$ cat src/mjo_map.vh
// Register offsets, field positions, reset values and timing for the judgment block
`ifndef MJO_MAP_VH
`define MJO_MAP_VH
`define MJO_A_CTRL 8'h00
`define MJO_A_CLAMP 8'h04
`define MJO_A_HOLD 8'h08
`define MJO_A_THR1 8'h0c
`define MJO_A_THR2 8'h10
`define MJO_A_HYST 8'h14
`define MJO_A_TOL 8'h18
`define MJO_A_LIGHT 8'h1c
`define MJO_A_EMIN 8'h20
`define MJO_A_EMAX 8'h24
`define MJO_A_LAG 8'h28
`define MJO_A_TIMER 8'h2c
`define MJO_A_CMD 8'h30
`define MJO_A_STAT 8'h34
`define MJO_A_VALUE 8'h38
`define MJO_A_EDGE 8'h3c
// Control word fields
`define MJO_F_ERR 1:0
`define MJO_F_MODE 4:2
`define MJO_F_FAR 5
`define MJO_F_DLY 8:6
`define MJO_F_DIR 10:9
`define MJO_F_REV 11
`define MJO_F_EHOLD 12
// Status bits
`define MJO_S_OUT 0
`define MJO_S_JUDGE 1
`define MJO_S_ALARM 2
`define MJO_S_INVAL 3
`define MJO_S_TPH 4
// Reset values (lengths in 0.1 mm units)
`define MJO_R_CTRL 32'h0000_0000
`define MJO_R_CLAMP 32'h0000_4e20
`define MJO_R_HOLD 17'h0_0001
`define MJO_R_LIGHT 16'h06a4
`define MJO_R_TIMER 15'h0001
`define MJO_R_LAG 5'h01
// Permitted ranges
`define MJO_CLAMP_MAX 32'sh0000_4e20
`define MJO_CLAMP_MIN -32'sh0000_4e20
`define MJO_HOLD_MAX 32'h0001_86a0
`define MJO_TIMER_MAX 32'h0000_7530
`define MJO_LAG_MAX 32'h0000_001f
// Timing: one millisecond tick at 5 ns clock
`define MJO_TICK_NS 1000000
`define MJO_CLK_NS 5
`endif

$ cat src/mjo_judge_top.v
// Measurement error substitution and switching output judgment with Wishbone registers
`timescale 1ns/1ps
`default_nettype none
`include "mjo_map.vh"
module mjo_judge_top #(
  parameter TICK_CYC = `MJO_TICK_NS / `MJO_CLK_NS
) (
  input wire ref_clk,
  input wire rst_b,
  input wire wb_cyc_i,
  input wire wb_stb_i,
  input wire wb_we_i,
  input wire [7:0] wb_adr_i,
  input wire [3:0] wb_sel_i,
  input wire [31:0] wb_dat_i,
  output reg [31:0] wb_dat_o,
  output reg wb_ack_o,
  input wire meas_valid,
  input wire signed [31:0] meas_value,
  input wire meas_alarm,
  input wire [15:0] light_level,
  output reg signed [31:0] out_value,
  output wire switch_output_one
);
  localparam [1:0] ERR_CLAMP = 2'h0;
  localparam [1:0] ERR_HOLD = 2'h1;
  localparam [1:0] ERR_HOLDT = 2'h2;
  localparam [2:0] MD_ONE = 3'h0;
  localparam [2:0] MD_ZONE = 3'h1;
  localparam [2:0] MD_TOL = 3'h2;
  localparam [2:0] MD_NOMEAS = 3'h3;
  localparam [2:0] MD_LIGHT = 3'h4;
  localparam [2:0] MD_EDGE = 3'h5;
  localparam [1:0] DIR_POS = 2'h0;
  localparam [1:0] DIR_NEG = 2'h1;
  localparam [1:0] DIR_BOTH = 2'h2;

  // Byte-lane merge for partial writes
  function [31:0] wmerge;
    input [31:0] old;
    input [31:0] dat;
    input [3:0] sel;
    integer i;
    begin
      wmerge = old;
      for (i = 0; i < 4; i = i + 1) begin
        if (sel[i]) begin
          wmerge[i*8 +: 8] = dat[i*8 +: 8];
        end
      end
    end
  endfunction

  // Magnitude of a signed length
  function [31:0] mag;
    input signed [31:0] x;
    begin
      mag = x[31] ? (~x + 32'h1) : x;
    end
  endfunction

  reg [31:0] ctrl_r;
  reg signed [31:0] clamp_r;
  reg [16:0] hold_ms_r;
  reg signed [31:0] thr1_r;
  reg signed [31:0] thr2_r;
  reg signed [31:0] hyst_r;
  reg signed [31:0] tol_r;
  reg [15:0] light_thr_r;
  reg [31:0] emin_r;
  reg [31:0] emax_r;
  reg [4:0] lag_r;
  reg [14:0] timer_ms_r;
  reg inval_r;
  reg tph_r;
  reg [31:0] tick_cnt_r;
  reg ms_tick_r;
  reg alarm_r;
  reg signed [31:0] last_good_r;
  reg [16:0] hold_cnt_r;
  reg in_r;
  reg judge_r;
  reg edge_hit_r;
  reg signed [31:0] edge_held_r;
  reg signed [31:0] hist [0:31];
  reg [4:0] wp_r;
  reg [4:0] fill_r;
  reg [31:0] rd_word;

  wire [1:0] err_mode = ctrl_r[`MJO_F_ERR];
  wire [2:0] out_mode = ctrl_r[`MJO_F_MODE];
  wire far_on = ctrl_r[`MJO_F_FAR];
  wire [2:0] dly_mode = ctrl_r[`MJO_F_DLY];
  wire [1:0] edge_dir = ctrl_r[`MJO_F_DIR];
  wire dir_rev = ctrl_r[`MJO_F_REV];
  wire edge_hold = ctrl_r[`MJO_F_EHOLD];
  wire wb_req = wb_cyc_i && wb_stb_i && !wb_ack_o;
  wire wb_wr = wb_req && wb_we_i;
  wire [31:0] wdat;

  // Merged write word shared by every setting register and its range check; the STAT clear and CMD teach read wb_dat_i directly
  assign wdat = wmerge(rd_word, wb_dat_i, wb_sel_i);

  // Millisecond tick; the period is a parameter so simulation can shorten it
  always @(posedge ref_clk or negedge rst_b) begin
    if (!rst_b) begin
      tick_cnt_r <= 32'h0;
      ms_tick_r <= 1'b0;
    end else if (tick_cnt_r >= TICK_CYC - 1) begin
      tick_cnt_r <= 32'h0;
      ms_tick_r <= 1'b1;
    end else begin
      tick_cnt_r <= tick_cnt_r + 32'h1;
      ms_tick_r <= 1'b0;
    end
  end

  // Error substitution: the value presented while the alarm stands
  wire hold_exp = hold_cnt_r > hold_ms_r;
  wire cur_alarm = meas_valid ? meas_alarm : alarm_r;
  reg signed [31:0] sub_val;
  reg signed [31:0] value_nxt;
  always @* begin
    if (err_mode == ERR_HOLD) begin
      sub_val = last_good_r;
    end else if (err_mode == ERR_HOLDT && !hold_exp) begin
      sub_val = last_good_r;
    end else begin
      sub_val = clamp_r;
    end
    if (cur_alarm) begin
      value_nxt = sub_val;
    end else if (meas_valid) begin
      value_nxt = meas_value;
    end else begin
      value_nxt = out_value;
    end
  end

  // Hold timer restarts on every alarm rise because it is cleared while the alarm is low
  always @(posedge ref_clk or negedge rst_b) begin
    if (!rst_b) begin
      alarm_r <= 1'b0;
      last_good_r <= 32'sh0;
      hold_cnt_r <= 17'h0;
      out_value <= `MJO_R_CLAMP;
    end else begin
      out_value <= value_nxt;
      if (meas_valid) begin
        alarm_r <= meas_alarm;
        if (!meas_alarm) begin
          last_good_r <= meas_value;
        end
      end
      if (!alarm_r) begin
        hold_cnt_r <= 17'h0;
      end else if (ms_tick_r && !hold_exp) begin
        hold_cnt_r <= hold_cnt_r + 17'h1;
      end
    end
  end

  // Edge value from the history ring; no result until enough samples exist
  wire [4:0] rd_idx = wp_r - lag_r;
  wire signed [31:0] edge_v = value_nxt - hist[rd_idx];
  wire [31:0] edge_mag = mag(edge_v);
  wire [1:0] eff_dir = (dir_rev && edge_dir != DIR_BOTH) ? (edge_dir ^ 2'h1) : edge_dir;
  wire dir_ok = (eff_dir == DIR_BOTH) || (eff_dir == DIR_POS && !edge_v[31]) ||
                (eff_dir == DIR_NEG && edge_v[31]);
  wire edge_hit = (fill_r >= lag_r) && dir_ok && edge_mag >= emin_r && edge_mag <= emax_r;

  always @(posedge ref_clk) begin
    if (meas_valid) begin
      hist[wp_r] <= value_nxt;
    end
  end

  // Threshold windows; zone limits are sorted so either teach order works
  wire signed [31:0] zlo = (thr1_r < thr2_r) ? thr1_r : thr2_r;
  wire signed [31:0] zhi = (thr1_r < thr2_r) ? thr2_r : thr1_r;
  wire [31:0] tol_dist = mag(value_nxt - thr1_r);
  reg in_nxt;
  reg raw_judge;
  always @* begin
    in_nxt = in_r;
    case (out_mode)
      MD_ONE: begin
        if (value_nxt >= thr1_r) in_nxt = 1'b1;
        else if (value_nxt < thr1_r - hyst_r) in_nxt = 1'b0;
      end
      MD_ZONE: begin
        if (value_nxt >= zlo && value_nxt <= zhi) in_nxt = 1'b1;
        else if (value_nxt < zlo - hyst_r || value_nxt > zhi + hyst_r) in_nxt = 1'b0;
      end
      MD_TOL: begin
        if (tol_dist <= tol_r) in_nxt = 1'b1;
        else if (tol_dist > tol_r + hyst_r) in_nxt = 1'b0;
      end
      default: in_nxt = 1'b0;
    endcase
    case (out_mode)
      MD_ONE, MD_ZONE: raw_judge = in_nxt;
      MD_TOL: raw_judge = !in_nxt;
      MD_NOMEAS: raw_judge = meas_alarm;
      MD_LIGHT: raw_judge = light_level < light_thr_r;
      MD_EDGE: raw_judge = edge_hit;
      default: raw_judge = 1'b0;
    endcase
  end

  // Judgments step only on a sample strobe
  always @(posedge ref_clk or negedge rst_b) begin
    if (!rst_b) begin
      in_r <= 1'b0;
      judge_r <= 1'b0;
      edge_hit_r <= 1'b0;
      edge_held_r <= 32'sh0;
      wp_r <= 5'h0;
      fill_r <= 5'h0;
    end else if (meas_valid) begin
      in_r <= in_nxt;
      judge_r <= raw_judge ^ far_on;
      edge_hit_r <= edge_hit;
      wp_r <= wp_r + 5'h1;
      if (fill_r != 5'h1f) fill_r <= fill_r + 5'h1;
      if (!edge_hold || (edge_hit && !edge_hit_r)) begin
        edge_held_r <= edge_v;
      end
    end
  end

  mjo_out_timer u_tmr (
    .ref_clk(ref_clk),
    .rst_b(rst_b),
    .ms_tick(ms_tick_r),
    .judge(judge_r),
    .dly_mode(dly_mode),
    .time_ms(timer_ms_r),
    .out_q(switch_output_one)
  );

  // Register read mux, also the base of partial writes; a process, so any register change is seen at once
  always @* begin
    case (wb_adr_i)
      `MJO_A_CTRL: rd_word = ctrl_r;
      `MJO_A_CLAMP: rd_word = clamp_r;
      `MJO_A_HOLD: rd_word = {15'h0, hold_ms_r};
      `MJO_A_THR1: rd_word = thr1_r;
      `MJO_A_THR2: rd_word = thr2_r;
      `MJO_A_HYST: rd_word = hyst_r;
      `MJO_A_TOL: rd_word = tol_r;
      `MJO_A_LIGHT: rd_word = {16'h0, light_thr_r};
      `MJO_A_EMIN: rd_word = emin_r;
      `MJO_A_EMAX: rd_word = emax_r;
      `MJO_A_LAG: rd_word = {27'h0, lag_r};
      `MJO_A_TIMER: rd_word = {17'h0, timer_ms_r};
      `MJO_A_STAT: rd_word = {27'h0, tph_r, inval_r, alarm_r, judge_r, switch_output_one};
      `MJO_A_VALUE: rd_word = out_value;
      `MJO_A_EDGE: rd_word = edge_held_r;
      default: rd_word = 32'h0;
    endcase
  end

  // Range check per register; a failed check leaves the old value in place
  reg wr_ok;
  always @* begin
    case (wb_adr_i)
      `MJO_A_CTRL: wr_ok = wdat[`MJO_F_ERR] <= ERR_HOLDT && wdat[`MJO_F_MODE] <= MD_EDGE &&
                           wdat[`MJO_F_DLY] <= 3'h4 && wdat[`MJO_F_DIR] <= DIR_BOTH;
      `MJO_A_CLAMP: wr_ok = $signed(wdat) >= `MJO_CLAMP_MIN && $signed(wdat) <= `MJO_CLAMP_MAX;
      `MJO_A_HOLD: wr_ok = wdat >= 32'h1 && wdat <= `MJO_HOLD_MAX;
      `MJO_A_TIMER: wr_ok = wdat >= 32'h1 && wdat <= `MJO_TIMER_MAX;
      `MJO_A_LAG: wr_ok = wdat >= 32'h1 && wdat <= `MJO_LAG_MAX;
      `MJO_A_LIGHT: wr_ok = wdat[31:16] == 16'h0;
      `MJO_A_HYST, `MJO_A_TOL, `MJO_A_EMIN, `MJO_A_EMAX: wr_ok = !wdat[31];
      default: wr_ok = 1'b1;
    endcase
  end

  wire teach = wb_wr && wb_adr_i == `MJO_A_CMD && wb_sel_i[0] && wb_dat_i[0];
  wire clr_inval = wb_wr && wb_adr_i == `MJO_A_STAT && wb_sel_i[0] && wb_dat_i[`MJO_S_INVAL];
  wire set_inval = wb_wr && !wr_ok;

  // Bus slave: one wait state, every address answers, unmapped reads zero
  always @(posedge ref_clk or negedge rst_b) begin
    if (!rst_b) begin
      wb_ack_o <= 1'b0;
      wb_dat_o <= 32'h0;
      ctrl_r <= `MJO_R_CTRL;
      clamp_r <= `MJO_R_CLAMP;
      hold_ms_r <= `MJO_R_HOLD;
      thr1_r <= 32'sh0;
      thr2_r <= 32'sh0;
      hyst_r <= 32'sh0;
      tol_r <= 32'sh0;
      light_thr_r <= `MJO_R_LIGHT;
      emin_r <= 32'h0;
      emax_r <= 32'h0;
      lag_r <= `MJO_R_LAG;
      timer_ms_r <= `MJO_R_TIMER;
      inval_r <= 1'b0;
      tph_r <= 1'b0;
    end else begin
      wb_ack_o <= wb_req;
      wb_dat_o <= wb_req ? rd_word : 32'h0;
      // Set wins over a clear written in the same cycle
      if (set_inval) inval_r <= 1'b1;
      else if (clr_inval) inval_r <= 1'b0;
      if (teach) begin
        // In zone mode teaches alternate between the two thresholds
        if (out_mode == MD_ZONE && tph_r) begin
          thr2_r <= out_value;
          tph_r <= 1'b0;
        end else begin
          thr1_r <= out_value;
          tph_r <= out_mode == MD_ZONE;
        end
      end
      if (wb_wr && wr_ok) begin
        case (wb_adr_i)
          `MJO_A_CTRL: ctrl_r <= {19'h0, wdat[12:0]};
          `MJO_A_CLAMP: clamp_r <= wdat;
          `MJO_A_HOLD: hold_ms_r <= wdat[16:0];
          `MJO_A_THR1: thr1_r <= wdat;
          `MJO_A_THR2: thr2_r <= wdat;
          `MJO_A_HYST: hyst_r <= wdat;
          `MJO_A_TOL: tol_r <= wdat;
          `MJO_A_LIGHT: light_thr_r <= wdat[15:0];
          `MJO_A_EMIN: emin_r <= wdat;
          `MJO_A_EMAX: emax_r <= wdat;
          `MJO_A_LAG: lag_r <= wdat[4:0];
          `MJO_A_TIMER: timer_ms_r <= wdat[14:0];
          default: ;
        endcase
      end
    end
  end
endmodule
`default_nettype wire

$ cat src/mjo_out_timer.v
// Delay and one-shot shaping of the switching judgment
`timescale 1ns/1ps
`default_nettype none
module mjo_out_timer (
  input wire ref_clk,
  input wire rst_b,
  input wire ms_tick,
  input wire judge,
  input wire [2:0] dly_mode,
  input wire [14:0] time_ms,
  output reg out_q
);
  localparam [2:0] DLY_OFF = 3'h0;
  localparam [2:0] DLY_ON = 3'h1;
  localparam [2:0] DLY_OFFD = 3'h2;
  localparam [2:0] DLY_BOTH = 3'h3;
  localparam [2:0] DLY_SHOT = 3'h4;
  reg [14:0] cnt_r;
  reg judge_d_r;
  reg shot_r;
  wire slow_edge;
  // Only the edges that this mode delays are counted; an edge it does not delay follows at once
  assign slow_edge = judge ? (dly_mode == DLY_ON || dly_mode == DLY_BOTH)
                           : (dly_mode == DLY_OFFD || dly_mode == DLY_BOTH);

  // Timer counts whole millisecond ticks and fires on the tick after the count reaches the set
  // time, so a delay or pulse is never shorter than set and at most one tick longer
  always @(posedge ref_clk or negedge rst_b) begin
    if (!rst_b) begin
      out_q <= 1'b0;
      cnt_r <= 15'h0000;
      judge_d_r <= 1'b0;
      shot_r <= 1'b0;
    end else begin
      judge_d_r <= judge;
      case (dly_mode)
        DLY_OFF: begin
          out_q <= judge;
          cnt_r <= 15'h0000;
          shot_r <= 1'b0;
        end
        DLY_ON, DLY_OFFD, DLY_BOTH: begin
          shot_r <= 1'b0;
          if (judge == out_q) begin
            cnt_r <= 15'h0000;
          end else if (!slow_edge) begin
            out_q <= judge;
            cnt_r <= 15'h0000;
          end else if (ms_tick) begin
            if (cnt_r >= time_ms) begin
              out_q <= judge;
              cnt_r <= 15'h0000;
            end else begin
              cnt_r <= cnt_r + 15'h0001;
            end
          end
        end
        DLY_SHOT: begin
          // A rising judgment during the pulse is ignored, never extends it
          if (shot_r) begin
            if (ms_tick) begin
              if (cnt_r >= time_ms) begin
                out_q <= 1'b0;
                shot_r <= 1'b0;
                cnt_r <= 15'h0000;
              end else begin
                cnt_r <= cnt_r + 15'h0001;
              end
            end
          end else if (judge && !judge_d_r) begin
            out_q <= 1'b1;
            shot_r <= 1'b1;
            cnt_r <= 15'h0000;
          end else begin
            out_q <= 1'b0;
          end
        end
        default: begin
          out_q <= 1'b0;
          cnt_r <= 15'h0000;
          shot_r <= 1'b0;
        end
      endcase
    end
  end
endmodule
`default_nettype wire

$ cat config.mk
export PLATFORM = sky130hd
export DESIGN_NAME = mjo_judge_top
export DESIGN_NICKNAME = d
export VERILOG_FILES = /design/src/mjo_judge_top.v /design/src/mjo_out_timer.v
export VERILOG_INCLUDE_DIRS = /design/src /design/src/src
export SDC_FILE = /design/constraint.sdc
export NUM_CORES = 2
export LEC_CHECK = 0
export BUFFER_PORTS_ARGS = -buffer_cell sky130_fd_sc_hd__buf_2
export CAP_MARGIN = 10
export CORE_UTILIZATION = 55
export CTS_BUF_LIST = sky130_fd_sc_hd__clkbuf_8
export CTS_CLUSTER_DIAMETER = 200
export DETAILED_ROUTE_END_ITERATION = 12
export PLACE_DENSITY = 0.76
export SLEW_MARGIN = 20
export SYNTH_ARGS = -nofsm -noshare
export SYNTH_HDL_FRONTEND = slang
export SYNTH_SLANG_ARGS = --single-unit
$ cat constraint.sdc
create_clock -name ref_clk -period 17.8 [get_ports ref_clk]
set_input_delay 1.78 -clock ref_clk [delete_from_list [all_inputs] [get_ports ref_clk]]
set_output_delay 1.78 -clock ref_clk [all_outputs]
set_load 0.01 [all_outputs]
== Word level (Yosys, flattened, before mapping) ==
Memories as Yosys holds them, arrays and structs flattened.
Index checks and enable logic that the tools add are counted.
Word-level totals
  bits in registers: 503
  bits in latches: 0
  memory bits (writable): 1024
  ROM bits: 0
  input bits: 99
  logic and storage cells: 247
  memories: 1
Cells by class
  $add $sub $neg: 14
  multiply operators: 0
  div/mod/pow operators: 0
  magnitude comparators: 26
  eq/ne operators: 38
  shifts and indexed selects: 0
  muxes and demuxes: 63
  bitwise operators: 5
  reductions and logical operators: 68
Memory list
  hist: depth 32, width 32, read ports 1, clocked after memory_dff 0, write ports 1, line mjo_judge_top.v:85  | reg signed [31:0] hist [0:31];
Operators with widths (count)
  two-way mux 32 bit: 18
  case mux 32 bit (15 select lines): 1
  subtractor 32 bit: 4
  adder 32 x 1 -> 32 bit (second input constant): 3
  >= comparator 32 bit: 3
  less-or-equal comparator 32 bit: 3
  less-than comparator 32 bit: 3
  two-way mux 15 bit: 6
  adder 32 bit: 2
  equality test 8 x 6 -> 1 bit (second input constant): 8
  greater-than comparator 32 bit: 2
  NOT 32 bit: 2
  two-way mux 17 bit: 2
  equality test 8 x 5 -> 1 bit (second input constant): 4
  >= comparator 32 x 1 -> 1 bit (second input constant): 1
  >= comparator 32 x 16 -> 1 bit (second input constant): 1
  >= comparator 32 x 18 -> 1 bit (second input constant): 1
  less-or-equal comparator 32 x 15 -> 1 bit (second input constant): 1
  less-or-equal comparator 32 x 16 -> 1 bit (second input constant): 1
  less-or-equal comparator 32 x 17 -> 1 bit (second input constant): 1
  less-or-equal comparator 32 x 5 -> 1 bit (second input constant): 1
  two-way mux 8 bit: 4
  logical AND 1 bit: 30
  case mux 15 bit (2 select lines): 1
  41 further kinds: 111

== Logic depth before layout (Yosys ltp) ==
  word-level depth: 17
  depth in mapped cells: 44
  mapped depth without buffers: 41

== By module ==
From an unflattened synthesis, not the netlist that was laid out.
Unflattened totals
  cell total of the unflattened synthesis: 6696
  area total of the unflattened synthesis: 84752.5 µm²
Modules (own cells, without submodules)
  mjo_judge_top: instances 1, cells each 6538, area each 83237.3 µm²
  mjo_out_timer: instances 1, cells each 158, area each 1515.2 µm²

== Worst setup path after synthesis ==
No wires, ideal clock.
  path kind: register -> register
  from: register hold_cnt_r[7]
  to: register edge_held_r[22]
  arrival: 10788 ps
  path slack: 6887 ps
  cell stages (with the launch flop): 38
  clock period less this slack: 10913 ps
  cells stage by stage: dfrtp_1 > ha_1 > nand4_1 > a211oi_1 > o31a_1 > o21ai_1 > a21oi_1 > clkbuf_1 > mux2i_1 > and2_1 > o31ai_1 > inv_1 > fa_1 > nor2b_1 > o31a_1 > o221ai_1 > a21oi_1 > a21oi_1 > [... 2 more ...] > or4b_2 > or4_1 > nor3_1 > nor2_1 > xor2_1 > ha_1 > nor2b_1 > o21ai_0 > a21oi_1 > o21a_1 > o21ai_0 > o211ai_1 > o21ai_0 > and3_1 > o21ai_0 > o32ai_1 > buf_2 > mux2_2
On the way
  word-level cells in the longest chain between the ends: 17
Ends and longest elaborated chain
  start, declared: line mjo_judge_top.v:80  | reg [16:0] hold_cnt_r;
  start signal, assigned: line mjo_judge_top.v:158  | hold_cnt_r <= hold_cnt_r + 17'h1;
  greater-than comparator 17 bit (*): line mjo_judge_top.v:119  | wire hold_exp = hold_cnt_r > hold_ms_r;
  zero test 1 bit (*): line mjo_judge_top.v:126  | end else if (err_mode == ERR_HOLDT && !hold_exp) begin
  logical AND 1 bit (*): line mjo_judge_top.v:126
  two-way mux 32 bit (*): line mjo_judge_top.v:126
  two-way mux 32 bit (*): line mjo_judge_top.v:124  | if (err_mode == ERR_HOLD) begin
  two-way mux 32 bit (*): line mjo_judge_top.v:131  | if (cur_alarm) begin
  named net value_nxt[1]: line mjo_judge_top.v:122  | reg signed [31:0] value_nxt;
  subtractor 32 bit (*): line mjo_judge_top.v:165  | wire signed [31:0] edge_v = value_nxt - hist[rd_idx];
  branches (longest 10 deep; another with adder 32 x 1 -> 32 bit)
  end signal, assigned: line mjo_judge_top.v:227  | edge_held_r <= edge_v;
  end, declared: line mjo_judge_top.v:84  | reg signed [31:0] edge_held_r;
Mark *: on every way through the listed nets, which the timed path passes.
A chain may end at the register's enable or synchronous reset.

== Worst setup path in the final report ==
  from: register wp_r[0]
  to: register edge_held_r[24]
On the way
  word-level cells in the longest chain between the ends: 13
Ends and longest elaborated chain
  start, declared: line mjo_judge_top.v:86  | reg [4:0] wp_r;
  start signal, assigned: line mjo_judge_top.v:224  | wp_r <= wp_r + 5'h1;
  subtractor 5 bit (*): line mjo_judge_top.v:164  | wire [4:0] rd_idx = wp_r - lag_r;
  memory (32 x 32 bit) (*)
  subtractor 32 bit (*): line mjo_judge_top.v:165
  branches (longest 10 deep; another with adder 32 x 1 -> 32 bit)
Every way passes the cells marked *.

==> summary.json <==
{
  "clock_network": {
    "clk_pin_slew_worst_paths_ns": 0.06,
    "clock_tree.root_cell": "sky130_fd_sc_hd__clkbuf_8",
    "gates_resized_cts_repair": 0,
    "clk_latency_ns": 1.04,
    "post-cts-setup-buffer-count": 0,
    "ctsLongestPathBuffers": 4,
    "count_of_hold_fix_buffers_inserted_at_cts": 0,
    "cts_sinks": 1527,
    "numCtsBuffers": 276,
    "tritoncts": "built",
    "count_of_h_tree_levels_built_during_cts": 5
  },
  "global_route": {
    "number_of_antenna_violations_at_the_first_check_in_global_routing": 25,
    "grt_max_degree": 138,
    "grt_pass1_wl_um": 423000,
    "via_count_of_the_first_global_routing_pass": 61020,
    "globalRoute.totalOverflow": 0,
    "globalRouteTotalUtil": 0.3853
  },
  "floorplan": {
    "die_height_um": 392.9,
    "io_pins": 165,
    "design.core.area_um2": 151700,
    "fp-row-count": 143,
    "start_util": 0.5539,
    "die_width_um": 392.9,
    "die_area_um2": 154400
  },
  "final_layout": {
    "register_area_um2": 43360,
    "n_fill_cell": 11880,
    "largest-register": "hist",
    "multi_input_comb_area_um2": 38880,
    "finish.instance_area_um2": 93370,
    "largest_register_ff_count": 1024,
    "drive_gt1_frac": 0.1886,
    "layout_commonest_cell": "sky130_fd_sc_hd__edfxtp_1",
    "layout.cells.non_filler": 9447,
    "top_library_cells_by_usage_in_the_layout_fill_and_taps_aside": "sky130_fd_sc_hd__edfxtp_1 (1,024), sky130_fd_sc_hd__nand2_1 (604), sky130_fd_sc_hd__ha_1 (570), sky130_fd_sc_hd__dfrtp_1 (484), sky130_fd_sc_hd__inv_1 (472)",
    "layout_net_count": 7898,
    "areaGrowthSynthToFinish_pct": 11.10
  },
  "timing": {
    "worstMarginPinSlew_ns": 1.248,
    "setup-violations-final": 0,
    "min_period_over_period": 0.6979,
    "final.setup.tns_ns": 0,
    "timing_hold_violations_final": 0,
    "rsz0062_at_grt": "false",
    "fin_crit_ns": 12.42,
    "timing.clock.skew_ns": 0.09014,
    "max_freq_mhz": 80.50,
    "max-slew-margin-rel": 0.1650,
    "timing_max_transition_violations_final": 0
  },
  "detailed_routing": {
    "drt-wirelength-per-cell_um": 31.44,
    "via_count": 62230,
    "post_drt_via_cell_ratio": 6.587,
    "drtPass1Iterations": 12,
    "route.detailed.drc": 0,
    "detail_route.iter0.violations": 7033,
    "drtAntennaViolNets": 0,
    "postRouteWirelength_um": 297000
  },
  "pwr": {
    "total_power_mw": 16.67,
    "power_density_nw_per_um2": 178.5,
    "vdd.ir_drop.worst_uv": 221.3,
    "p_leak_nw": 37.37
  },
  "flow_run": {
    "max_cap_violations": 0
  },
  "yosys": {
    "ys_seq_area_frac": 0.5159,
    "synth.lib_cells_used.distinct": 96,
    "synthesized_area_um2": 84040,
    "post-synth-top-area-fraction": 0.3659,
    "ys_seq_elements": 1527,
    "synthesis.yosys.warnings": 0,
    "synth.avg_cell_area_um2": 12.20,
    "post_synth_inst_count": 6891,
    "postSynth.asyncResetShare": 0.3294,
    "yosys.area.top_type": "sky130_fd_sc_hd__edfxtp_1",
    "netlist_top_cells_area": "sky130_fd_sc_hd__edfxtp_1 (37%), sky130_fd_sc_hd__dfrtp_1 (14%), sky130_fd_sc_hd__ha_1 (8.5%)",
    "synth-edff-count": 1024,
    "dominant_synthesized_flop_cell": "sky130_fd_sc_hd__edfxtp_1"
  },
  "setup_path": {
    "critical_path.most_common_cell": "sky130_fd_sc_hd__o21ai_0",
    "worst_ep_required_time_ns": 18.65,
    "crit_type": "register to register",
    "crit_slowest_cell": "sky130_fd_sc_hd__fa_4",
    "worstSetupStartpointType": "register",
    "cp_max_fo": 120,
    "worstPathArrival_ns": 13.27,
    "worstSetupEndpointType": "register",
    "cp_slowest_stage_delay_ns": 1.13
  },
  "place": {
    "placed_cells": 8973,
    "place.gp.congestion": 1.052,
    "final_hpwl_from_detailed_placement_um": 209500,
    "dpl_cell_area_um2": 88350,
    "place.port_buffers": 164
  },
  "hold_path": {
    "holdCritPathClass": "register to register"
  },
  "outcome": {
    "outcome": "finished, final reports clean"
  }
}
## through the flow
step | hold slack (ns) | setup slack, ns | utilization
after floorplan | 0.3519 | 6.887 | -
after global routing | 0.5123 | 4.727 | 0.6151
after detailed placement | 0.4648 | 5.484 | 0.5823
final | 0.4918 | 5.378 | 0.6154
after global placement | 0.4604 | 5.485 | 0.5823
after CTS | 0.4940 | 5.351 | 0.6150
## layout make-up
class                      instances  share of cell area
timing repair buffer             333             0.02289
antenna                           21           0.0005628
sequential                      1527              0.4644
multi-input combinational       4697              0.4164
clock inverter                   153            0.008844
clock buffer                     300             0.04422
tap                             2030             0.02720
inverter                         386             0.01553
## final timing paths
path                       cells after the start           from  slack (ns)         endpoint
min in group asynchronous                      1          rst_b        0.88   timer_ms_r[10]
max in group asynchronous                      3          rst_b       14.63     wb_dat_o[22]
setup reg to reg                              35        wp_r[0]        5.38  edge_held_r[24]
hold reg to reg                                1  hold_ms_r[13]        0.49    hold_ms_r[13]
setup / recovery                              35        wp_r[0]        5.38  edge_held_r[24]
hold / removal                                 1  hold_ms_r[13]        0.49    hold_ms_r[13]
## worst max-delay path: cells and delay by family (launching register included)
| family | cells | cell delay (ns) |
|---|---|---|
| fa+ha+maj | 4 | 1.92 |
| flops | 1 | 0.43 |
| compound gates | 16 | 4.12 |
| buf+inv | 6 | 2.22 |
| simple gates | 5 | 2.15 |
| mux | 2 | 0.82 |
| xor+xnor | 2 | 0.41 |
## power by group
part,internal [mW],switching (mW)
clock,1.64,1.44
combinational,3.61,5.71
sequential,4.09,0.186
## Yosys cell counts, types with 129 or more instances
master and n:
sky130_fd_sc_hd__edfxtp_1 1024, sky130_fd_sc_hd__nand2_1 605, sky130_fd_sc_hd__ha_1 571, sky130_fd_sc_hd__dfrtp_1 485, sky130_fd_sc_hd__inv_1 384, sky130_fd_sc_hd__nor2_1 375, sky130_fd_sc_hd__o21ai_0 329, sky130_fd_sc_hd__mux2_2 307
sky130_fd_sc_hd__a21oi_1 269, sky130_fd_sc_hd__mux4_2 260, sky130_fd_sc_hd__clkbuf_1 199, sky130_fd_sc_hd__nand3_1 179, sky130_fd_sc_hd__a21o_1 152, sky130_fd_sc_hd__xnor2_1 144, sky130_fd_sc_hd__mux2i_1 132, sky130_fd_sc_hd__xor2_1 129
## metal layers
layer  part of all wire  vias up  track usage
li1                   -    26720            -
met1               0.38    30800       0.4982
met2               0.45     3799       0.5864
met3               0.11      901       0.1036
met4              0.065       10       0.2200
met5            0.00018        -            0
## cells by family after synthesis
kind of cell,Yosys count,share of synthesized area
compound gates,1328,0.1034
xor+xnor,273,0.02845
fa+ha+maj,578,0.08668
buf+inv,680,0.03147
flops,1527,0.5159
mux,760,0.1347
other cells,1,0.00004462
simple gates,1744,0.09935
Note: power is estimated with default switching activity, not from simulation.
